**src/gpio_port_pkg.sv**
```systemverilog
// package: register map, field layout and reset values of the gpio port
package gpio_port_pkg;
  localparam int NUM_PINS = 32;
  // register byte offsets
  localparam logic [11:0] OFS_OUT     = 12'h004;
  localparam logic [11:0] OFS_OUTSET  = 12'h008;
  localparam logic [11:0] OFS_OUTCLR  = 12'h00C;
  localparam logic [11:0] OFS_IN      = 12'h010;
  localparam logic [11:0] OFS_DIR     = 12'h014;
  localparam logic [11:0] OFS_DIRSET  = 12'h018;
  localparam logic [11:0] OFS_DIRCLR  = 12'h01C;
  localparam logic [11:0] OFS_LATCH   = 12'h020;
  localparam logic [11:0] OFS_NSMODE  = 12'h024;
  localparam logic [11:0] OFS_SMODE   = 12'h028;
  localparam logic [11:0] OFS_SETUP   = 12'h200;
  // per_pin_setup field layout
  localparam int SETUP_DIR_BIT   = 0;
  localparam int SETUP_INDIS_BIT = 1;
  localparam int SETUP_PULL_LSB  = 2;
  localparam int SETUP_DRIVE_LSB = 8;
  localparam int SETUP_SENSE_LSB = 16;
  localparam logic [31:0] SETUP_MASK  = 32'h0003_070F;
  localparam logic [31:0] SETUP_RESET = 32'h0000_0002;
  localparam logic [1:0] SENSE_OFF  = 2'h0;
  localparam logic [1:0] SENSE_HIGH = 2'h2;
  localparam logic [1:0] SENSE_LOW  = 2'h3;
  localparam logic [31:0] WORD_RESET = 32'h0000_0000;
  // cycles the pad input passes through before the input register
  localparam int SYNC_STAGES = 2;
endpackage

```
**src/gpio_pin_slice.sv**
```systemverilog
// one pin: input synchroniser, buffer gating, sensing and peripheral override
`timescale 1ns/1ps
module gpio_pin_slice (
  input  wire logic        i_clock,
  input  wire logic        i_rst_n,
  input  wire logic        i_ce,
  input  wire logic [31:0] i_setup,
  input  wire logic        i_out,
  input  wire logic        i_pad_in,
  input  wire logic        i_ovr_en,
  input  wire logic        i_ovr_out,
  input  wire logic        i_ovr_dir,
  output logic             o_in,
  output logic             o_detect,
  output logic             o_pad_out,
  output logic             o_pad_oe,
  output logic [1:0]       o_pull,
  output logic [2:0]       o_drive
);
  import gpio_port_pkg::*;

  typedef struct packed {
    logic [1:0] sync;
  } slice_s;

  slice_s st_r;
  slice_s st_nxt;
  logic       connected;
  logic [1:0] sense;

  always_comb begin
    st_nxt = st_r;
    if (i_ce) begin
      st_nxt.sync = {st_r.sync[0], i_pad_in};
    end
  end

  always_ff @(posedge i_clock or negedge i_rst_n) begin
    if (!i_rst_n) begin
      st_r <= '0;
    end else begin
      st_r <= st_nxt;
    end
  end

  assign connected = ~i_setup[SETUP_INDIS_BIT];
  assign sense     = i_setup[SETUP_SENSE_LSB +: 2];
  // a disconnected buffer gives neither readback nor sensing a value
  assign o_in      = connected & st_r.sync[1];
  always_comb begin
    case (sense)
      SENSE_HIGH: o_detect = connected & st_r.sync[1];
      SENSE_LOW:  o_detect = connected & ~st_r.sync[1];
      default:    o_detect = 1'b0;
    endcase
  end
  // a peripheral that owns the pin takes over its value and direction
  assign o_pad_out = i_ovr_en ? i_ovr_out : i_out;
  assign o_pad_oe  = i_ovr_en ? i_ovr_dir : i_setup[SETUP_DIR_BIT];
  assign o_pull    = i_setup[SETUP_PULL_LSB +: 2];
  assign o_drive   = i_setup[SETUP_DRIVE_LSB +: 3];
endmodule

```
**src/gpio_port_sense_security.sv**
```systemverilog
// gpio port top: apb registers, security filter, sticky flags and wake outputs
`timescale 1ns/1ps
module gpio_port_sense_security (
  input  wire logic                                 i_clock,
  input  wire logic                                 i_rst_n,
  input  wire logic                                 i_ce,
  input  wire logic                                 i_psel,
  input  wire logic                                 i_penable,
  input  wire logic                                 i_pwrite,
  input  wire logic [11:0]                          i_paddr,
  input  wire logic [31:0]                          i_pwdata,
  input  wire logic [2:0]                           i_pprot,
  output logic                                      o_pready,
  output logic [31:0]                               o_prdata,
  output logic                                      o_pslverr,
  input  wire logic [gpio_port_pkg::NUM_PINS-1:0]   i_pin_security_map,
  input  wire logic [gpio_port_pkg::NUM_PINS-1:0]   i_pad_in,
  output logic [gpio_port_pkg::NUM_PINS-1:0]        o_pad_out,
  output logic [gpio_port_pkg::NUM_PINS-1:0]        o_pad_oe,
  output logic [2*gpio_port_pkg::NUM_PINS-1:0]      o_pad_pull,
  output logic [3*gpio_port_pkg::NUM_PINS-1:0]      o_pad_drive,
  input  wire logic [gpio_port_pkg::NUM_PINS-1:0]   i_ovr_en,
  input  wire logic [gpio_port_pkg::NUM_PINS-1:0]   i_ovr_out,
  input  wire logic [gpio_port_pkg::NUM_PINS-1:0]   i_ovr_dir,
  output logic [gpio_port_pkg::NUM_PINS-1:0]        o_periph_in,
  output logic                                      o_nonsecure_port_wake,
  output logic                                      o_secure_port_wake
);
  import gpio_port_pkg::*;

  // ----------------------------------------------------------------
  // state
  // ----------------------------------------------------------------
  typedef struct packed {
    logic [NUM_PINS-1:0] out;
    logic [NUM_PINS-1:0] latch;
    logic [NUM_PINS-1:0] det_d;
    logic                ns_mode;
    logic                s_mode;
    logic                ns_clr_pulse;
    logic                s_clr_pulse;
    logic [31:0]         rdata;
  } port_s;

  port_s      st_r;
  port_s      st_nxt;
  logic [1:0] rst_sync_r;
  logic       rst_n_q;

  logic [31:0]         setup_r [NUM_PINS];
  logic [NUM_PINS-1:0] in_vec;
  logic [NUM_PINS-1:0] det_vec;
  logic [NUM_PINS-1:0] pin_dir;

  // ----------------------------------------------------------------
  // reset release
  // ----------------------------------------------------------------
  // the second copy of the reset synchroniser resets everything else;
  // kept apart from the state struct since it runs on the raw reset
  always_ff @(posedge i_clock or negedge i_rst_n) begin
    if (!i_rst_n) begin
      rst_sync_r <= 2'b00;
    end else begin
      rst_sync_r <= {rst_sync_r[0], 1'b1};
    end
  end
  assign rst_n_q = rst_sync_r[1];

  // ----------------------------------------------------------------
  // pin slices
  // ----------------------------------------------------------------
  genvar g;
  generate
    for (g = 0; g < NUM_PINS; g++) begin : g_pin
      gpio_pin_slice u_slice (
        .i_clock   (i_clock),
        .i_rst_n   (rst_n_q),
        .i_ce      (i_ce),
        .i_setup   (setup_r[g]),
        .i_out     (st_r.out[g]),
        .i_pad_in  (i_pad_in[g]),
        .i_ovr_en  (i_ovr_en[g]),
        .i_ovr_out (i_ovr_out[g]),
        .i_ovr_dir (i_ovr_dir[g]),
        .o_in      (in_vec[g]),
        .o_detect  (det_vec[g]),
        .o_pad_out (o_pad_out[g]),
        .o_pad_oe  (o_pad_oe[g]),
        .o_pull    (o_pad_pull[2*g +: 2]),
        .o_drive   (o_pad_drive[3*g +: 3])
      );
      assign pin_dir[g] = setup_r[g][SETUP_DIR_BIT];
    end
  endgenerate
  assign o_periph_in = in_vec;

  // ----------------------------------------------------------------
  // apb decode
  // ----------------------------------------------------------------
  logic                is_sec;
  logic                wr_en;
  logic                rd_en;
  logic [NUM_PINS-1:0] allow;
  logic                setup_hit;
  logic [4:0]          setup_idx;
  logic                pin_allowed;
  logic [NUM_PINS-1:0] wbits;
  logic [NUM_PINS-1:0] latch_clr;
  logic [NUM_PINS-1:0] det_rise;
  logic [NUM_PINS-1:0] latch_new;

  assign is_sec      = ~i_pprot[1];
  // non-secure access only reaches bits of non-secure pins
  assign allow       = is_sec ? {NUM_PINS{1'b1}} : ~i_pin_security_map;
  assign wr_en       = i_ce & i_psel & i_penable & i_pwrite;
  assign rd_en       = i_ce & i_psel & ~i_penable & ~i_pwrite;
  assign setup_hit   = (i_paddr[11:7] == OFS_SETUP[11:7]) && (i_paddr[1:0] == 2'b00);
  assign setup_idx   = i_paddr[6:2];
  assign pin_allowed = allow[setup_idx];
  assign wbits       = i_pwdata & allow;
  // filtered accesses still finish with a normal zero-wait answer
  assign o_pready    = 1'b1;
  assign o_pslverr   = 1'b0;
  assign o_prdata    = st_r.rdata;

  // ----------------------------------------------------------------
  // per_pin_setup array
  // ----------------------------------------------------------------
  always_ff @(posedge i_clock or negedge rst_n_q) begin
    if (!rst_n_q) begin
      for (int k = 0; k < NUM_PINS; k++) begin
        setup_r[k] <= SETUP_RESET;
      end
    end else if (wr_en && setup_hit && pin_allowed) begin
      setup_r[setup_idx] <= i_pwdata & SETUP_MASK;
    end
  end

  // ----------------------------------------------------------------
  // sticky flags and wake
  // ----------------------------------------------------------------
  assign det_rise  = det_vec & ~st_r.det_d;
  assign latch_clr = (wr_en && i_paddr == OFS_LATCH) ? wbits : '0;
  // a clear is refused while the pin still detects; a new rise wins over it
  assign latch_new = (st_r.latch & ~(latch_clr & ~det_vec)) | det_rise;

  logic [NUM_PINS-1:0] ns_pins;
  logic [NUM_PINS-1:0] s_pins;
  logic                ns_sticky;
  logic                s_sticky;
  assign ns_pins   = ~i_pin_security_map;
  assign s_pins    = i_pin_security_map;
  // one cycle low after a clear leaves flags set, giving a fresh rising edge
  assign ns_sticky = |(st_r.latch & ns_pins) & ~st_r.ns_clr_pulse;
  assign s_sticky  = |(st_r.latch & s_pins) & ~st_r.s_clr_pulse;
  // combinational from the synchronised detect and latch, so a pad change needs two clocks to reach wake, three in sticky mode via the latch
  assign o_nonsecure_port_wake = st_r.ns_mode ? ns_sticky
                                              : |(det_vec & ns_pins);
  assign o_secure_port_wake    = st_r.s_mode ? s_sticky
                                             : |(det_vec & s_pins);

  // ----------------------------------------------------------------
  // register next state
  // ----------------------------------------------------------------
  logic [31:0] rd_word;
  logic [31:0] setup_rd;

  always_comb begin
    setup_rd = pin_allowed ? setup_r[setup_idx] : WORD_RESET;
    case (i_paddr)
      OFS_OUT, OFS_OUTSET, OFS_OUTCLR: rd_word = st_r.out & allow;
      OFS_IN:                          rd_word = in_vec & allow;
      OFS_DIR, OFS_DIRSET, OFS_DIRCLR: rd_word = pin_dir & allow;
      OFS_LATCH:                       rd_word = st_r.latch & allow;
      OFS_NSMODE:                      rd_word = {31'h0000_0000, st_r.ns_mode};
      OFS_SMODE:                       rd_word = {31'h0000_0000, st_r.s_mode & is_sec};
      default:                         rd_word = setup_hit ? setup_rd : WORD_RESET;
    endcase
  end

  always_comb begin
    st_nxt = st_r;
    if (i_ce) begin
      st_nxt.det_d        = det_vec;
      st_nxt.latch        = latch_new;
      st_nxt.ns_clr_pulse = 1'b0;
      st_nxt.s_clr_pulse  = 1'b0;
      if (rd_en) begin
        st_nxt.rdata = rd_word;
      end
      if (wr_en) begin
        case (i_paddr)
          OFS_OUT:    st_nxt.out = (st_r.out & ~allow) | wbits;
          OFS_OUTSET: st_nxt.out = st_r.out | wbits;
          OFS_OUTCLR: st_nxt.out = st_r.out & ~wbits;
          OFS_LATCH: begin
            st_nxt.ns_clr_pulse = |(latch_clr & ns_pins);
            st_nxt.s_clr_pulse  = |(latch_clr & s_pins);
          end
          OFS_NSMODE: st_nxt.ns_mode = i_pwdata[0];
          OFS_SMODE: begin
            if (is_sec) begin
              st_nxt.s_mode = i_pwdata[0];
            end
          end
          default: st_nxt.out = st_r.out;
        endcase
      end
    end
  end

  // direction lives only in per_pin_setup bit 0, so direction register writes are dropped
  always_ff @(posedge i_clock or negedge rst_n_q) begin
    if (!rst_n_q) begin
      st_r.out          <= WORD_RESET;
      st_r.latch        <= WORD_RESET;
      st_r.det_d        <= WORD_RESET;
      st_r.ns_mode      <= 1'b0;
      st_r.s_mode       <= 1'b0;
      st_r.ns_clr_pulse <= 1'b0;
      st_r.s_clr_pulse  <= 1'b0;
      st_r.rdata        <= WORD_RESET;
    end else begin
      st_r.out          <= st_nxt.out;
      st_r.latch        <= st_nxt.latch;
      st_r.det_d        <= st_nxt.det_d;
      st_r.ns_mode      <= st_nxt.ns_mode;
      st_r.s_mode       <= st_nxt.s_mode;
      st_r.ns_clr_pulse <= st_nxt.ns_clr_pulse;
      st_r.s_clr_pulse  <= st_nxt.s_clr_pulse;
      st_r.rdata        <= st_nxt.rdata;
    end
  end
endmodule

```
**config.mk**
```make
export PLATFORM = sky130hd
export DESIGN_NAME = gpio_port_sense_security
export DESIGN_NICKNAME = d
export VERILOG_FILES = /design/src/gpio_port_pkg.sv /design/src/gpio_pin_slice.sv /design/src/gpio_port_sense_security.sv
export SDC_FILE = /design/constraint.sdc
export NUM_CORES = 1
export LEC_CHECK = 0
export ABC_AREA = 1
export BUFFER_PORTS_ARGS = -buffer_cell sky130_fd_sc_hd__buf_4
export CAP_MARGIN = 15
export CELL_PAD_IN_SITES_DETAIL_PLACEMENT = 2
export CELL_PAD_IN_SITES_GLOBAL_PLACEMENT = 2
export CORE_MARGIN = 2
export CORE_UTILIZATION = 29
export CTS_CLUSTER_DIAMETER = 30
export DETAILED_ROUTE_END_ITERATION = 10
export GPL_ROUTABILITY_DRIVEN = 0
export HOLD_SLACK_MARGIN = 0.15
export PLACE_DENSITY = 0.73
export REMOVE_ABC_BUFFERS = 1
export SYNTH_ARGS = -nofsm -noshare
export SYNTH_HDL_FRONTEND = slang
export SYNTH_SLANG_ARGS = --single-unit
```
**constraint.sdc**
```tcl
create_clock -name i_clock -period 13.2 [get_ports i_clock]
set_input_delay 2.64 -clock i_clock [delete_from_list [all_inputs] [get_ports i_clock]]
set_output_delay 2.64 -clock i_clock [all_outputs]
set_load 0.02 [all_outputs]
```
Yosys cells after proc, flatten, opt, wreduce, memory -nomap -nowiden
Index checks and enable logic that the tools add are counted.
- equal/unequal tests: 75
- muxes and demuxes: 114
- shift-type cells: 0
- reduce and logical (&&, ||, !) cells: 19
- $lt $le $gt $ge: 3
- bitwise operators: 167
- div/mod/pow operators: 0
- multipliers: 0
- add/sub/neg operators: 0
- operators with widths (kind ; count):
    $bwmux 1024 ; 1
    $and 32x32->32 ; 16
    $mux 32 ; 7
    $not 32->32 ; 6
    $pmux 32 s6 ; 1
    $reduce_or 32->1 ; 6
    $bmux 32 s5 ; 1
    $demux 32 s5 ; 1
    $eq 2x2->1 const B ; 64
    $or 32x32->32 ; 3
    $pmux 32 s3 ; 1
    $and 1x1->1 ; 72
    $not 1->1 ; 69
    $mux 1 ; 67
    $pmux 1 s2 ; 32
    $eq 12x5->1 const B ; 4
    $eq 12x6->1 const B ; 3
    $eq 12x4->1 const B ; 2
    $eq 12x3->1 const B ; 1
    $ge 6x6->1 const B ; 1
    $lt 5x6->1 const B ; 1
    $lt 6x1->1 const B ; 1
    $not 5->6 ; 1
    $reduce_and 3->1 ; 2
    9 further kinds ; 15
- logic and storage cells: 451
- input port bits: 213
- bits in read-only memories: 0
- memories: 0
- register bits after elaboration: 1222
- RAM bits: 0
- latch bits: 0

Longest topological paths before layout
Gate-level depths: netlist of run 1.
- word-level depth: 9
- mapped depth: 17
- gate-level depth less buffers: 13

Hierarchy
Synthesis of run 1 repeated with hierarchy kept, for this count alone.
- cell total of the unflattened synthesis: 3985
- area, all modules: 28730.1 um2
- modules (own cells, without submodules) (module ; area an instance (um2) ; times used ; cells an instance):
    gpio_port_sense_security ; 23124.7 ; 1 ; 3121
    gpio_pin_slice ; 175.2 ; 32 ; 27

Worst setup path before layout of run 1
No wires, ideal clock.
- kind: input -> output
- start point: in i_pin_security_map[5] (netlist bit)
- end point: out o_nonsecure_port_wake
- arrival time: 3358 ps
- data required time: 10560 ps
- buffers on the path: 0
- path slack: 7202 ps
- stages on the path: 7
- cells stage by stage: inv_1 nand2_1 o21ai_0 nor4_1 nand4_1 nand2_1 nand2_1
- longest elaborated chain between the ends: 5
- elaborated cells on any way between the ends: 7
- those cells by class: 1 x mux; 4 x bitwise; 2 x reduce/logical
- RTL lines (what ; line ; RTL):
    start: declaration ; gpio_port_sense_security.sv:16 ; input wire logic [gpio_port_pkg::NUM_PINS-1:0] i_pin_security_map,
    $not 32->32 * ; gpio_port_sense_security.sv:151 ; assign ns_pins = ~i_pin_security_map;
    $and 32x32->32 ; gpio_port_sense_security.sv:154 ; assign ns_sticky = |(st_r.latch & ns_pins) & ~st_r.ns_clr_pulse;
    $reduce_or 32->1 ; gpio_port_sense_security.sv:154 ;
    $and 1x1->1 ; gpio_port_sense_security.sv:154 ;
    $mux 1 * ; gpio_port_sense_security.sv:157 ; assign o_nonsecure_port_wake = st_r.ns_mode ? ns_sticky
    end: declaration ; gpio_port_sense_security.sv:26 ; output logic o_nonsecure_port_wake,
Every way passes the cells marked *; elsewhere a longest branch is shown, timed or not.

Final worst setup path of run 1
- start point: in i_pin_security_map[7] (netlist bit)
- end point: out o_secure_port_wake
- longest elaborated chain between the ends: 4
- elaborated cells on any way between the ends: 6
- those cells by class: 1 x mux; 3 x bitwise; 2 x reduce/logical
- RTL lines (what ; line ; RTL):
    $and 32x32->32 ; gpio_port_sense_security.sv:155 ; assign s_sticky = |(st_r.latch & s_pins) & ~st_r.s_clr_pulse;
    $reduce_or 32->1 ; gpio_port_sense_security.sv:155 ;
    $and 1x1->1 ; gpio_port_sense_security.sv:155 ;
    $mux 1 * ; gpio_port_sense_security.sv:159 ; assign o_secure_port_wake = st_r.s_mode ? s_sticky
    end: declaration ; gpio_port_sense_security.sv:27 ; output logic o_secure_port_wake
Marks and branches as above.

==> results.sh, run 1 <==
export IMPL_swShare_pct=25.1
export IMPL_slew_headroom_pct=31.3
export IMPL_fin_nets=4360
export IMPL_drive_gt1_share_pct=22.9
export IMPL_ys_seq_elements=486
export IMPL_die_area_um2=102000
export IMPL_antenna_found_initial=15
export IMPL_slowest_stage="nor4_1"
export IMPL_first_pass_iters=5
export IMPL_rows=115
export IMPL_grt_pass1_wl_mm=215
export IMPL_comb_power_share_pct=8.1
export IMPL_hold_path_class="register to register"
export IMPL_vias_per_cell=5.19
export IMPL_grt_pass1_vias=31400
export IMPL_vdd_ir_drop_max_mv=0.109
export IMPL_layout_cells_non_filler=5573
export IMPL_worst_path_largest_cell_delay_ns=0.53
export IMPL_netlist_top_cells_count="1128 x nand2_1, 457 x nor2_1, 454 x dfrtp_1"
export IMPL_ys_flop_type="dfrtp_1"
export IMPL_fin_skew_ns=0.0321
export IMPL_internal_power_mw=4.43
export IMPL_rsz0062_at_grt="no"
export IMPL_syn_inst=3912
export IMPL_status="complete, no violations"
export IMPL_initial_core_util_pct=29.3
export IMPL_critical_path_cell_chain="buf_4, nand2_1, o21ai_0, nor4_1, nand4_1, nand2_1, nand2_1, buf_4"
export IMPL_p_leak_nw=18.3
export IMPL_seq_power_share_pct=26.1
export IMPL_cpMostUsedCell="nand2_1"
export IMPL_postSynth_asyncResetShare_pct=100
export IMPL_core_um2=98700
export IMPL_synth_top_cells_by_area="dfrtp_1 39%, nand2_1 15%, buf_4 7.8%"
export IMPL_cts_setup_buffers=0
export IMPL_start_kind="input port"
export IMPL_report_final_hold_viol_count=0
export IMPL_ys_types=43
export IMPL_power_switching_mw=1.49
export IMPL_numCtsBuffers=155
export IMPL_yosysTopAreaCell="dfrtp_1"
export IMPL_finalHoldWorstSlack_ns=0.343
export IMPL_cts_resized_gates=0
export IMPL_grt_total_usage_pct=28.5
export IMPL_hold_buffers=0
export IMPL_power_mw=5.91
export IMPL_p_per_area_nw_per_um2=160
export IMPL_postLayoutCoreUtil_pct=37.4
export IMPL_maxCapViolCount=0
export IMPL_synthMostInstantiatedCell="nand2_1"
export IMPL_ios=505
export IMPL_synth_edff_count=0
export IMPL_drtIter0Drc=1833
export IMPL_dr_total_vias=28900
export IMPL_dp_hpwl_mm=103
export IMPL_grt_max_degree=70
export IMPL_worst_slew_pin_slew_ns=1.03
export IMPL_yosys_warnings=0
export IMPL_wl_per_cell_um=26.4
export IMPL_root_buffer="clkbuf_16"
export IMPL_period_minus_slack_ns=6.78
export IMPL_endpoint_kind="output pin"
export IMPL_drc_errors=0
export IMPL_setup_violations=0
export IMPL_die_w_um=320
export IMPL_io_buffers=500
export IMPL_h_tree_depth=4
export IMPL_placed_cell_area_um2=31400
export IMPL_arrival_ns=4.14
export IMPL_clk_pin_slew_ns=0.04
export IMPL_final_cell_area_um2=36900
export IMPL_worstPathRequired_ns=10.56
export IMPL_fmax_mhz=147
export IMPL_synth_top_area_share_pct=39.3
export IMPL_syn_to_final_growth_pct=27.7
export IMPL_synth_seq_area_share_pct=42.2
export IMPL_drv_slew=0
export IMPL_wirelength_mm=147
export IMPL_critical_path_class="input port to output pin"
export IMPL_clock_latency_ns=0.75
export IMPL_clock_path_buffers=3
export IMPL_cts_tree="built"
export IMPL_die_y_um=320
export IMPL_dp_cells=5277
export IMPL_post_route_period_util_pct=51.4
export IMPL_clock_sinks=486
export IMPL_syn_area_um2=28900
export IMPL_pwr_share_clk_pct=65.8
export IMPL_postSynthAreaPerCell_um2=7.40
export IMPL_ant_nets=0
export IMPL_critical_path_max_fanout=7
export IMPL_grt_overflow=0
-- stage by stage --
stage               setup TNS (ns)  setup WS (ns)
global route                     0           6.32
detailed placement               0           5.96
finish                           0           6.42
global placement                 0           6.03
floorplan                  -584.38          -1.29
CTS                              0           6.48
-- final timing paths --
| check | end | startpoint | cells past startpoint | slack (ns) |
|---|---|---|---|---|
| max | o_secure_port_wake | i_pin_security_map[7] | 8 | 6.42 |
| min | rst_sync_r[1]$_DFF_PN0_ | rst_sync_r[0]$_DFF_PN0_ | 0 | 0.34 |
| min reg2reg | rst_sync_r[1]$_DFF_PN0_ | rst_sync_r[0]$_DFF_PN0_ | 0 | 0.34 |
| max in group asynchronous | g_pin[31].u_slice.st_r[0]$_DFFE_PN0P_ | rst_sync_r[1]$_DFF_PN0_ | 2 | 10.34 |
| min in group asynchronous | setup_r[323]$_DFFE_PN0P_ | rst_sync_r[1]$_DFF_PN0_ | 0 | 0.44 |
| max reg2reg | g_pin[31].u_slice.st_r[0]$_DFFE_PN0P_ | rst_sync_r[1]$_DFF_PN0_ | 2 | 10.34 |
-- state kept, by name (all words and copies together) (netlist names) --
name                count
setup_r               256
st_r                  100
g_pin.u_slice.st_r     64
o_prdata               32
pin_dir                32
rst_sync_r              2
-- layer usage --
layer	routed length, µm	share of wire, %	global-route usage [%]
met1	61300	42	35.6
met3	9480	6.5	6.41
met5	134	0.091	0
met4	4750	3.2	10.0
met2	71300	49	48.4
-- logic make-up after synthesis --
family                    after synthesis  synth area share, %
DFF                                   486                 42.2
xor gates and xnor gates                3               0.0908
buffers and inverters                 810                 15.6
other                                   2               0.0260
muxes                                  20                0.778
and+or+nand+nor                      1897                 27.9
AOI/OAI and AO/OA                     694                 13.5
-- power groups by stage --
stage	sequential [mW]	clock, mW	combinational (mW)
after floorplan	1.58	0	0.190
after global placement	1.56	0	0.470
after detailed placement	1.56	0	0.479
after CTS	1.55	3.94	0.484
after global routing	1.55	4.02	0.517
final	1.55	3.89	0.479
-- critical path: cells and delay by family --
family / cells / cell delay (ns)
simple gates: 5 / 1.01
buf+inv: 2 / 0.31
compound gates: 1 / 0.17
-- area by class of cell --
cell class,instances,area (µm²)
Antenna cell,7,17.5
Clock buffer,218,4560
Inverter,343,1290
Fill cell,11300,61800
Timing Repair Buffer,544,4080
Clock inverter,71,931
Tap cell,1287,1610
Sequential cell,486,12200
Multi-Input combinational cell,2617,12200
-- layout by cell type (no fill, tap or decap), types with 25 or more instances in the layout --
cell and instances:
nand3_4 31, o21ai_0 208, clkbuf_1 25, clkinv_2 32, nand4_1 36, dfrtp_1 453, a21oi_1 49, o31ai_1 31
inv_1 325, buf_4 544, clkbuf_16 161, o22ai_1 86, nand2_1 1128, dfstp_2 32, clkbuf_8 32, nor2_1 452
o21ai_2 34, o21ai_1 252, nand3_1 179, nor3_1 27
Note: power is estimated with default switching activity, not from simulation.
==> inputs of run 2 (changes only) <==
clock period = 5.9 ns   (was 13.2 ns; I/O delays follow)
==> results.sh, run 2 (synthesized netlist as in run 1, its figures left out) <==
export IMPL_core_um2=98700
export IMPL_fin_skew_ns=0.0316
export IMPL_fillers=11400
export IMPL_path_buf_inv=2
export IMPL_worst_slew_pin_slew_ns=1.17
export IMPL_post_route_period_util_pct=66.1
export IMPL_worst_path_largest_cell_delay_ns=0.57
export IMPL_worstPathRequired_ns=4.72
export IMPL_rows=115
export IMPL_hold_path_class="input port to async pin"
export IMPL_postLayoutCoreUtil_pct=37.7
export IMPL_regToRegSetupSlack_ns=3.87
export IMPL_fin_nets=4375
export IMPL_seq_power_share_pct=25.7
export IMPL_finalHoldWorstSlack_ns=0.228
export IMPL_pwr_share_clk_pct=66.1
export IMPL_critical_path_max_fanout=4
export IMPL_grt_overflow=0
export IMPL_placed_cell_area_um2=31600
export IMPL_grt_pass1_vias=31900
export IMPL_start_kind="register"
export IMPL_io_buffers=500
export IMPL_top_regs="setup_r: 256 flops, st_r: 100 flops, g_pin.u_slice.st_r: 64 flops"
export IMPL_cpMostUsedCell="nand2_1"
export IMPL_critical_path_cell_chain="inv_1, nand4_1, o22ai_1, nor2_1, nand2_1, nor2_1, nand2_1, nand2_1, nand2_1, buf_4"
export IMPL_p_per_area_nw_per_um2=360
export IMPL_final_cell_area_um2=37300
export IMPL_wl_per_cell_um=26.7
export IMPL_slowest_stage="dfstp_2"
export IMPL_report_final_hold_viol_count=0
export IMPL_initial_core_util_pct=29.3
export IMPL_setup_ws_ns=2.00
export IMPL_regMostFlops="setup_r"
export IMPL_final_common_cell="nand2_1"
export IMPL_grt_pass1_wl_mm=218
export IMPL_largest_register_ff_count=256
export IMPL_critical_path_class="register to output pin"
export IMPL_h_tree_depth=4
export IMPL_clock_path_buffers=3
export IMPL_drtIter0Drc=1785
export IMPL_comb_power_share_pct=8.2
export IMPL_cts_resized_gates=0
export IMPL_drv_slew=0
export IMPL_hold_buffers=0
export IMPL_die_y_um=320
export IMPL_grt_max_degree=128
export IMPL_arrival_ns=2.72
export IMPL_root_buffer="clkbuf_16"
export IMPL_clock_latency_ns=0.75
export IMPL_numCtsBuffers=156
export IMPL_grt_total_usage_pct=29.0
export IMPL_wirelength_mm=149
export IMPL_cts_tree="built"
export IMPL_ios=505
export IMPL_swShare_pct=25.0
export IMPL_period_minus_slack_ns=3.90
export IMPL_first_pass_iters=5
export IMPL_setup_violations=0
export IMPL_dpl_worst_slack_ns=1.53
export IMPL_slew_headroom_pct=21.9
export IMPL_status="complete, no violations"
export IMPL_power_mw=13.4
export IMPL_drc_errors=0
export IMPL_dp_hpwl_mm=104
export IMPL_vdd_ir_drop_max_mv=0.233
export IMPL_rsz0062_at_grt="no"
export IMPL_syn_to_final_growth_pct=28.8
export IMPL_antenna_found_initial=13
export IMPL_dr_total_vias=29100
export IMPL_clock_sinks=486
export IMPL_ant_nets=0
export IMPL_fmax_mhz=257
export IMPL_drive_gt1_share_pct=23.1
export IMPL_cts_setup_buffers=0
export IMPL_power_switching_mw=3.35
export IMPL_cp_top_family="simple AND/OR/NAND/NOR gates"
export IMPL_internal_power_mw=10.1
export IMPL_vias_per_cell=5.21
export IMPL_clk_pin_slew_ns=0.05
export IMPL_most_common_layout_cells="1128 x nand2_1, 550 x buf_4, 454 x nor2_1"
export IMPL_endpoint_kind="output pin"
export IMPL_die_w_um=320
export IMPL_maxCapViolCount=0
export IMPL_p_leak_nw=18.5
export IMPL_die_area_um2=102000
==> run 2: cell types whose count changed in the layout (fill, tap and decap cells not counted), moves of 2 or more <==
| cell | before | now |
|---|---|---|
| clkbuf_1 | 25 | 23 |
| nor2_1 | 452 | 454 |
| buf_4 | 544 | 550 |
| nor2_2 | 7 | 5 |
| clkinv_4 | 3 | 1 |
| inv_6 | 5 | 3 |
| clkbuf_16 | 161 | 165 |
| buf_12 | 0 | 8 |
| clkinvlp_4 | 9 | 11 |
==> run 2: power groups by stage <==
stage          Combinational (mW)  Clock [mW]  Sequential [mW]
2_1_floorplan               0.425           0             3.54
3_3_place_gp                 1.07           0             3.49
3_5_place_dp                 1.09           0             3.49
4_1_cts                      1.11        8.99             3.45
5_1_grt                      1.18        9.17             3.46
6_report                     1.10        8.88             3.45
==> run 2: metal layers <==
| layer | GRT usage (%) | vias up | wire length, µm |
|---|---|---|---|
| met5 | 0 | - | 141 |
| met4 | 10.8 | 20 | 5200 |
| met3 | 6.96 | 279 | 10200 |
| met2 | 48.9 | 960 | 71900 |
| met1 | 35.7 | 14900 | 61900 |
| li1 | - | 12900 | - |
==> run 2: through the flow <==
| stage | TNS, ns | instances |
|---|---|---|
| 3_5_place_dp | 0 | 5291 |
| 4_1_cts | 0 | 5581 |
| 6_report | 0 | 5587 |
| 5_1_grt | 0 | 5583 |
| 3_3_place_gp | 0 | 5291 |
| 2_1_floorplan | -4026.78 | 3446 |
==> run 2: layout make-up <==
class                      instances  area, µm²  area share [%]
tap                             1287       1610            4.32
timing repair buffer             558       4290            11.5
sequential                       486      12200            32.8
clock buffer                     221       4670            12.5
multi-input combinational       2617      12200            32.9
clock inverter                    69        936            2.51
inverter                         343       1290            3.47
antenna                            6       15.0          0.0403
==> run 2: path summary, 6_finish.rpt <==
kind,startpoint,endpoint,cells past startpoint
max,setup_r[577]$_DFFE_PN1P_,o_secure_port_wake,10
min,i_rst_n,rst_sync_r[1]$_DFF_PN0_,1
max reg2reg,pin_dir[22]$_DFFE_PN0P_,o_prdata[0]$_DFFE_PN0P_,10
min reg2reg,rst_sync_r[1]$_DFF_PN0_,pin_dir[6]$_DFFE_PN0P_,0
max in group asynchronous,rst_sync_r[1]$_DFF_PN0_,setup_r[201]$_DFFE_PN0P_,2
min in group i_clock,rst_sync_r[0]$_DFF_PN0_,rst_sync_r[1]$_DFF_PN0_,0
